==> config.mk <==
export PLATFORM = sky130hd
export DESIGN_NAME = stepper_move_position_core
export DESIGN_NICKNAME = d
export VERILOG_FILES = /design/src/design/stepper_move_pkg.sv /design/src/design/stepper_move_position_core.sv
export SDC_FILE = /design/constraint.sdc
export NUM_CORES = 1
export LEC_CHECK = 0
export ABC_AREA = 1
export BUFFER_PORTS_ARGS = -buffer_cell sky130_fd_sc_hd__buf_2
export CORE_MARGIN = 10
export CORE_UTILIZATION = 50
export DETAILED_ROUTE_END_ITERATION = 7
export HOLD_SLACK_MARGIN = 0.02
export PLACE_DENSITY = 0.74
export RECOVER_POWER = 50
export SLEW_MARGIN = 10
export SYNTH_ARGS = -nofsm -noshare
export SYNTH_HDL_FRONTEND = slang
export SYNTH_SLANG_ARGS = --single-unit
export TNS_END_PERCENT = 5
==> constraint.sdc <==
create_clock -name clk -period 4.5 [get_ports clk]
set_clock_uncertainty 0.1 [all_clocks]
set_input_delay 0.45 -clock clk [delete_from_list [all_inputs] [get_ports clk]]
set_output_delay 0.45 -clock clk [all_outputs]
set_load 0.005 [all_outputs]
==> src/design/stepper_move_pkg.sv <==
// Purpose: shared constants and types for the stepper move/position core
// Assumes: 20 MHz clk, synchronous active-high srst
// Notes:   speeds in steps/s, accel in steps/s/ms at the ports
package stepper_move_pkg;
   // widths
   localparam int POS_W  = 32;
   localparam int SPD_W  = 21;
   localparam int ACC_W  = 16;
   localparam int ACCS_W = 26;
   localparam int SPR_W  = 16;
   // ranges of host values
   localparam logic signed [POS_W-1:0] TGT_MAX   = 32'sh007FFFFF;
   localparam logic signed [POS_W-1:0] TGT_MIN   = -32'sh007FFFFF;
   localparam logic [SPD_W-1:0]        START_MIN = 21'h000001;
   localparam logic [SPD_W-1:0]        START_MAX = 21'h1E847F;
   localparam logic [9:0]              ACCEL_SCALE = 10'h3E8;
   // profile planning time in clocks
   localparam int PLAN_CYCLES = 4;
   localparam logic [2:0] PLAN_LAST = 3'(PLAN_CYCLES - 1);
   // reset values
   localparam logic [SPR_W-1:0] SPR_RST   = 16'h00C8;
   localparam logic [SPD_W-1:0] START_RST = 21'h000064;

   typedef enum logic [1:0] {
      ST_IDLE = 2'b00,
      ST_PLAN = 2'b01,
      ST_RUN  = 2'b10
   } state_e;

   typedef enum logic [2:0] {
      KIND_REL                = 3'b000,
      KIND_ABS                = 3'b001,
      KIND_JOG_FWD            = 3'b010,
      KIND_REVERSE_MANUAL_RUN = 3'b011,
      KIND_HOME_FWD           = 3'b100,
      KIND_HOME_REV           = 3'b101
   } kind_e;
endpackage : stepper_move_pkg

==> src/design/stepper_move_position_core.sv <==
// Purpose: motor position counter, move planning and command handling
// Assumes: step_tick, enc_inc, enc_dec, profile_done come from same clock
// Notes:   home_sense is a pin and is synchronised before use
//
// What this block does
// - plan the whole profile first, then start motion, report an error or finish a zero-length move at once
// - distances are in steps; steps per revolution comes from configuration
// - every speed value is taken as steps per second
// - accel and decel arrive per millisecond and are scaled up by 1000
// - motor position is a signed 32-bit count
// - preset command loads its value straight into the motor position while idle
// - find-home zeroes motor and encoder position when home is reached
// - clockwise steps count up, counter-clockwise steps count down
// - starting speed is configured and accepted only from 1 to 1999999
// - moves begin and end at the configured starting speed
// - operation works with no home ever defined
// - relative or absolute targets lie within +/-8388607; positive is CW
// - after an immediate stop, refuse absolute moves until homed or preset
`timescale 1ns/1ps
module stepper_move_position_core
   import stepper_move_pkg::*;
(
   // clock and reset
   input  wire logic                    clk,
   input  wire logic                    srst,
   // configuration
   input  wire logic                    cfg_load,
   input  wire logic [SPR_W-1:0]        cfg_steps_per_rev,
   input  wire logic [SPD_W-1:0]        cfg_start_speed,
   output logic                         cfg_err,
   output logic [SPR_W-1:0]             steps_per_rev,
   output logic [SPD_W-1:0]             start_speed,
   // commands
   input  wire logic                    preset_req,
   input  wire logic signed [POS_W-1:0] preset_value,
   input  wire logic                    move_req,
   input  wire logic [2:0]              move_kind,
   input  wire logic signed [POS_W-1:0] move_target,
   input  wire logic [SPD_W-1:0]        move_speed,
   input  wire logic [ACC_W-1:0]        move_accel,
   input  wire logic [ACC_W-1:0]        move_decel,
   input  wire logic                    imm_stop,
   // motion feedback
   input  wire logic                    step_tick,
   input  wire logic                    profile_done,
   input  wire logic                    enc_inc,
   input  wire logic                    enc_dec,
   input  wire logic                    home_sense,
   // planned profile
   output logic                         move_start,
   output logic                         move_err,
   output logic                         move_done,
   output logic                         running,
   output logic                         plan_cw,
   output logic [POS_W-1:0]             plan_steps,
   output logic [SPD_W-1:0]             plan_speed,
   output logic [ACCS_W-1:0]            plan_accel,
   output logic [ACCS_W-1:0]            plan_decel,
   // positions
   output logic signed [POS_W-1:0]      motor_pos,
   output logic signed [POS_W-1:0]      enc_pos,
   output logic                         pos_valid
);

   typedef struct packed {
      state_e                    state;
      kind_e                     kind;
      logic [2:0]                plan_cnt;
      logic signed [POS_W-1:0]   tgt;
      logic [SPD_W-1:0]          spd;
      logic [ACC_W-1:0]          acc;
      logic [ACC_W-1:0]          dec;
      logic                      cw;
      logic [POS_W-1:0]          remaining;
      logic [SPD_W-1:0]          plan_spd;
      logic [ACCS_W-1:0]         plan_acc;
      logic [ACCS_W-1:0]         plan_dec;
      logic signed [POS_W-1:0]   pos;
      logic signed [POS_W-1:0]   enc;
      logic                      pos_valid;
      logic [SPR_W-1:0]          spr;
      logic [SPD_W-1:0]          start_spd;
      logic                      cfg_ok;
      logic                      cfg_err;
      logic                      start_pulse;
      logic                      err_pulse;
      logic                      done_pulse;
      logic                      running;
      logic                      home_meta;
      logic                      home_sync;
      logic                      home_prev;
   } core_s;

   core_s q_ff;
   core_s nxt_q;

   // steps/s/ms to steps/s^2
   function automatic logic [ACCS_W-1:0] scale_accel(
         input logic [ACC_W-1:0] a);
      scale_accel = ACCS_W'(a) * ACCS_W'(ACCEL_SCALE);
   endfunction : scale_accel

   // target inside the +/- window of relative and absolute moves
   function automatic logic tgt_ok(input logic signed [POS_W-1:0] t);
      tgt_ok = (t <= TGT_MAX) && (t >= TGT_MIN);
   endfunction : tgt_ok

   logic signed [POS_W:0] delta;
   logic                  home_edge;
   logic                  finite;
   logic                  bad;

   // distance and checks for the latched command
   always_comb begin
      delta = (q_ff.kind == KIND_ABS)
            ? ({q_ff.tgt[POS_W-1], q_ff.tgt} - {q_ff.pos[POS_W-1], q_ff.pos})
            : {q_ff.tgt[POS_W-1], q_ff.tgt};
      home_edge = q_ff.home_sync && !q_ff.home_prev;
      finite = (q_ff.kind == KIND_REL) || (q_ff.kind == KIND_ABS);
      bad = !q_ff.cfg_ok || (q_ff.spd == '0) || (q_ff.spd > START_MAX)
         || (q_ff.spd < q_ff.start_spd)
         || (q_ff.acc == '0) || (q_ff.dec == '0)
         || (finite && !tgt_ok(q_ff.tgt))
         || ((q_ff.kind == KIND_ABS) && !q_ff.pos_valid)
         || (q_ff.kind > KIND_HOME_REV);
   end

   // next-state of the whole core
   always_comb begin
      nxt_q = q_ff;
      nxt_q.start_pulse = 1'b0;
      nxt_q.err_pulse   = 1'b0;
      nxt_q.done_pulse  = 1'b0;
      // home sensor synchroniser
      nxt_q.home_meta = home_sense;
      nxt_q.home_sync = q_ff.home_meta;
      nxt_q.home_prev = q_ff.home_sync;
      // encoder counter
      if (enc_inc && !enc_dec) begin
         nxt_q.enc = q_ff.enc + 32'sh00000001;
      end else if (enc_dec && !enc_inc) begin
         nxt_q.enc = q_ff.enc - 32'sh00000001;
      end
      // configuration load
      if (cfg_load) begin
         if (cfg_start_speed >= START_MIN && cfg_start_speed <= START_MAX
             && cfg_steps_per_rev != '0) begin
            nxt_q.start_spd = cfg_start_speed;
            nxt_q.spr       = cfg_steps_per_rev;
            nxt_q.cfg_ok    = 1'b1;
            nxt_q.cfg_err   = 1'b0;
         end else begin
            nxt_q.cfg_err = 1'b1;
         end
      end
      case (q_ff.state)
         ST_IDLE: begin
            if (preset_req) begin
               nxt_q.pos       = preset_value;
               nxt_q.pos_valid = 1'b1;
            end else if (move_req) begin
               nxt_q.kind     = kind_e'(move_kind);
               nxt_q.tgt      = move_target;
               nxt_q.spd      = move_speed;
               nxt_q.acc      = move_accel;
               nxt_q.dec      = move_decel;
               nxt_q.plan_cnt = PLAN_LAST;
               nxt_q.state    = ST_PLAN;
            end
         end
         ST_PLAN: begin
            if (q_ff.plan_cnt != 3'h0) begin
               nxt_q.plan_cnt = q_ff.plan_cnt - 3'h1;
            end else if (bad) begin
               nxt_q.err_pulse = 1'b1;
               nxt_q.state     = ST_IDLE;
            end else if (finite && delta == '0) begin
               nxt_q.done_pulse = 1'b1;
               nxt_q.state      = ST_IDLE;
            end else begin
               nxt_q.cw = finite ? !delta[POS_W]
                  : (q_ff.kind == KIND_JOG_FWD)
                  || (q_ff.kind == KIND_HOME_FWD);
               nxt_q.remaining = delta[POS_W] ? POS_W'(-delta)
                                              : POS_W'(delta);
               nxt_q.plan_spd    = q_ff.spd;
               nxt_q.plan_acc    = scale_accel(q_ff.acc);
               nxt_q.plan_dec    = scale_accel(q_ff.dec);
               nxt_q.start_pulse = 1'b1;
               nxt_q.state       = ST_RUN;
            end
         end
         ST_RUN: begin
            if (imm_stop) begin
               nxt_q.pos_valid  = 1'b0;
               nxt_q.done_pulse = 1'b1;
               nxt_q.state      = ST_IDLE;
            end else begin
               if (step_tick) begin
                  nxt_q.pos = q_ff.cw ? q_ff.pos + 32'sh00000001
                                      : q_ff.pos - 32'sh00000001;
                  nxt_q.remaining = q_ff.remaining - 32'h00000001;
               end
               if ((q_ff.kind == KIND_HOME_FWD
                    || q_ff.kind == KIND_HOME_REV) && home_edge) begin
                  nxt_q.pos        = '0;
                  nxt_q.enc        = '0;
                  nxt_q.pos_valid  = 1'b1;
                  nxt_q.done_pulse = 1'b1;
                  nxt_q.state      = ST_IDLE;
               end else if (profile_done || (finite && step_tick
                            && q_ff.remaining == 32'h00000001)) begin
                  nxt_q.done_pulse = 1'b1;
                  nxt_q.state      = ST_IDLE;
               end
            end
         end
         default: nxt_q.state = ST_IDLE;
      endcase
      nxt_q.running = (nxt_q.state == ST_RUN);
   end

   // state register; position starts invalid, no home needed to run
   always_ff @(posedge clk) begin
      if (srst) begin
         q_ff           <= '0;
         q_ff.state     <= ST_IDLE;
         q_ff.spr       <= SPR_RST;
         q_ff.start_spd <= START_RST;
      end else begin
         q_ff <= nxt_q;
      end
   end

   // outputs straight from the state register
   assign cfg_err       = q_ff.cfg_err;
   assign steps_per_rev = q_ff.spr;
   assign start_speed   = q_ff.start_spd;
   assign move_start    = q_ff.start_pulse;
   assign move_err      = q_ff.err_pulse;
   assign move_done     = q_ff.done_pulse;
   assign running       = q_ff.running;
   assign plan_cw       = q_ff.cw;
   assign plan_steps    = q_ff.remaining;
   assign plan_speed    = q_ff.plan_spd;
   assign plan_accel    = q_ff.plan_acc;
   assign plan_decel    = q_ff.plan_dec;
   assign motor_pos     = q_ff.pos;
   assign enc_pos       = q_ff.enc;
   assign pos_valid     = q_ff.pos_valid;
endmodule : stepper_move_position_core

==> run metrics <==
outcome complete, no violations; residual DRC count 0; reg2reg start q_ff[234]; fill count 5199; gpl congestion 1.02; Max VDD drop between 0.4 and 0.5 mV; Cell Rows 84; core footprint 52300 um^2; Power Total 11.3 mW; Hold Path Origin move_speed[14]; critical path class flip-flop to flip-flop; Clk pin slew, worst setup/hold paths ~0.06 ns; CP max-delay cell fa_1; Critical Path Most Common Cell fa_1; All-Layer GR Usage between 20% and 30%; final setup vio count 0; fmax approximately 230 MHz; gr ovfl total 0; max_cap viols 0; R2R Path End plan_accel[18]; Hold Path Stages 3; HPWL Detailed 68300 um; initial core utilization ~50%; asr flop ratio synth 0%; Lkg Pwr 14.4 nW; RSZ-0062 raised after global routing true; register area share after synthesis 23.1%; full die area 62200 um^2; first-pass GRT wire length 134000 um; die span in y 249 um; layout cell share with drive strength beyond 1 11.6%; H-tree depth 2; CP Cell Sequence fa_1, inv_1, fa_1, fa_1, inv_1, fa_1, ha_4, nand3_1, nand3_2, a31oi_4, o21bai_1, a21oi_2, o21ai_2, a21boi_2, buf_4, xor2_1, a21oi_1; # nets final 4531; via count 25727; Gate Count Post-Synth 3830; synthesized area per cell 6.87 um^2; Relative slew margins between 20% and 30%; Final min period approximately 4.3 ns; total CTS buffers 39; number of synthesized flops with an enable pin 0; worst skew pair latency 0.56 ns; largest net degree at the start of global routing between 100 and 150; commonest non-fill, non-tap cells in the layout nand2_1 (738), inv_1 (484), a21oi_1 (372); commonest non-fill, non-tap cell in the layout nand2_1; Worst Hold Endpoint q_ff[263]; Worst setup SP type flip-flop; R2R cell count 17; measured slew at the worst slew-check pin ~1.1 ns; CP Capture Type flip-flop; Slew Limit Fails 0; worst-path fanout max 3; Detail Route Antenna Nets 0; Sink Count 304; DIE WIDTH 249 um; Sequential Area 6110 um^2; router iterations before antenna repair 6; Final Cycle Share 96.6%; CTS tree built; Vias/cell 5.41; Worst Path Required 4.82 ns; area grow syn2layout 11.4%; per-cell routed wire length 18.0 um; clock buffer depth 3; PD cells between 300 and 400 nW/um^2; clock root buffer clkbuf_16; ys flop type dfxtp_1; Worst path max stage delay 0.58 ns; Total Routed Length 85700 um; Hold Crit Class primary input to flip-flop; Ys Warns 0; buffers added on ports approximately 370; synthesized flop and latch total 304; final hold vios 0; mapped cell area ~26000 um^2; R2R Setup Slk roughly 0.16 ns; initial antenna violation count 3; drt initial violations 1909; vias in the first global route 24717; final setup TNS 0 ns; Distinct cells, synth 57; IO Count between 300 and 400; Multi-input gate area 16600 um^2; CP arrival between 4 and 5 ns
==> cell usage after synthesis (10+ instances only) <==
cell / instances / area (um^2)
nand3_1: 179 / 896
nand3b_1: 10 / 75.1
dfxtp_1: 304 / 6090
o31ai_1: 11 / 82.6
a31oi_1: 20 / 125
fa_1: 110 / 2200
nand2_1: 742 / 2790
nand3_2: 12 / 120
buf_4: 210 / 1580
inv_2: 12 / 45.0
o21ai_0: 321 / 1610
a221oi_1: 21 / 184
nor4_1: 27 / 169
clkbuf_1: 83 / 312
o21a_1: 13 / 97.6
a21oi_1: 379 / 1900
or2_2: 12 / 75.1
ha_1: 216 / 2700
xnor2_1: 22 / 193
nand2_2: 13 / 81.3
buf_2: 16 / 80.1
nor2_2: 18 / 113
nor3_1: 37 / 185
xor2_1: 34 / 298
inv_1: 485 / 1820
nor2_1: 361 / 1360
o211ai_1: 20 / 150
nand4_1: 54 / 338
==> area by class of cell <==
class	count	share of cell area, %
clock buffer	50	3.67
antenna	2	0.0171
inverter	502	6.45
sequential	304	20.8
tap	688	2.93
multi-input combinational	2706	56.5
clock inverter	18	0.981
timing repair buffer	484	8.64
==> critical path: cells and delay by family (launching register included) <==
kind | cells | cell delay, ns
AOI/OAI and AO/OA | 6 | 0.82
xor gates and xnor gates | 1 | 0.15
adders and majority gates | 5 | 2.35
buffers and inverters | 3 | 0.25
DFF | 1 | 0.34
and+or+nand+nor | 2 | 0.20
==> worst max-delay path by stage <==
stage,startpoint,end,slack [ns],depth (start not counted)
after CTS,q_ff[217],plan_decel[20],0.04,20
after detailed placement,q_ff[217],plan_decel[20],-0.11,20
final,q_ff[234],plan_accel[18],0.16,17
after global placement,q_ff[217],plan_decel[20],0.006,20
after global routing,q_ff[236],plan_accel[23],-0.03,16
after floorplan,q_ff[219],plan_decel[20],0.04,20
==> sequential cells by signal, indices dropped and copies added, names as in the netlist <==
| name | flops |
|---|---|
| running | 1 |
| plan_speed | 21 |
| enc_pos | 32 |
| plan_steps | 32 |
| move_done | 1 |
| steps_per_rev | 16 |
| plan_accel | 23 |
| pos_valid | 1 |
| q_ff | 95 |
| move_start | 1 |
| nxt_q | 2 |
| motor_pos | 32 |
| cfg_err | 1 |
| move_err | 1 |
| plan_decel | 23 |
| plan_cw | 1 |
| start_speed | 21 |
==> kinds of logic (layout without fill, tap and decap cells) <==
group	Yosys count	in the layout	share of synthesized area, %
and+or+nand+nor	1490	1490	24.3
AOI/OAI and AO/OA	828	828	17.0
buffers and inverters	825	1054	15.0
adders and majority gates	326	326	18.6
DFF	304	304	23.1
xor gates and xnor gates	56	56	1.86
other	1	8	0.0142
==> per-stage QoR <==
step / setup WS, ns / instance area (um^2) / instances / util, % / hold slack, ns
finish: 0.155 / 29300 / 4754 / 56.0 / 0.0470
global route: -0.0340 / 29300 / 4754 / 56.0 / 0.0560
CTS: 0.0369 / 29300 / 4747 / 56.0 / 0.0241
detailed placement: -0.115 / 27700 / 4659 / 53.0 / 0.299
global placement: 0.00570 / 27700 / 4659 / 53.0 / 0.298
floorplan: 0.0374 / 26300 / 3835 / - / 0.288
==> per-layer routing <==
layer / wire [um] / vias up / global-route usage (%)
met5: 0 / - / 0
met1: 35500 / 11838 / 32.6
li1: - / 12806 / -
met3: 6090 / 192 / 4.86
met4: 4260 / 0 / 12.1
met2: 39900 / 891 / 43.9
==> repair_timing <==
action,in CTS,in global routing
hold buffers,20,0
setup buffers,0,5
resized for setup,8,57
setup endpoints to repair,5,17
hold endpoints to repair,20,0
pin swaps,0,25
==> where the power goes <==
part	total (mW)	switching [mW]	leakage (nW)	internal (mW)
sequential	3.08	0.220	2.50	2.86
clock	3.40	1.30	0.662	2.09
combinational	4.82	2.98	11.2	1.84
total	11.3	4.50	14.4	6.79
(Power assumes the default switching activity.)
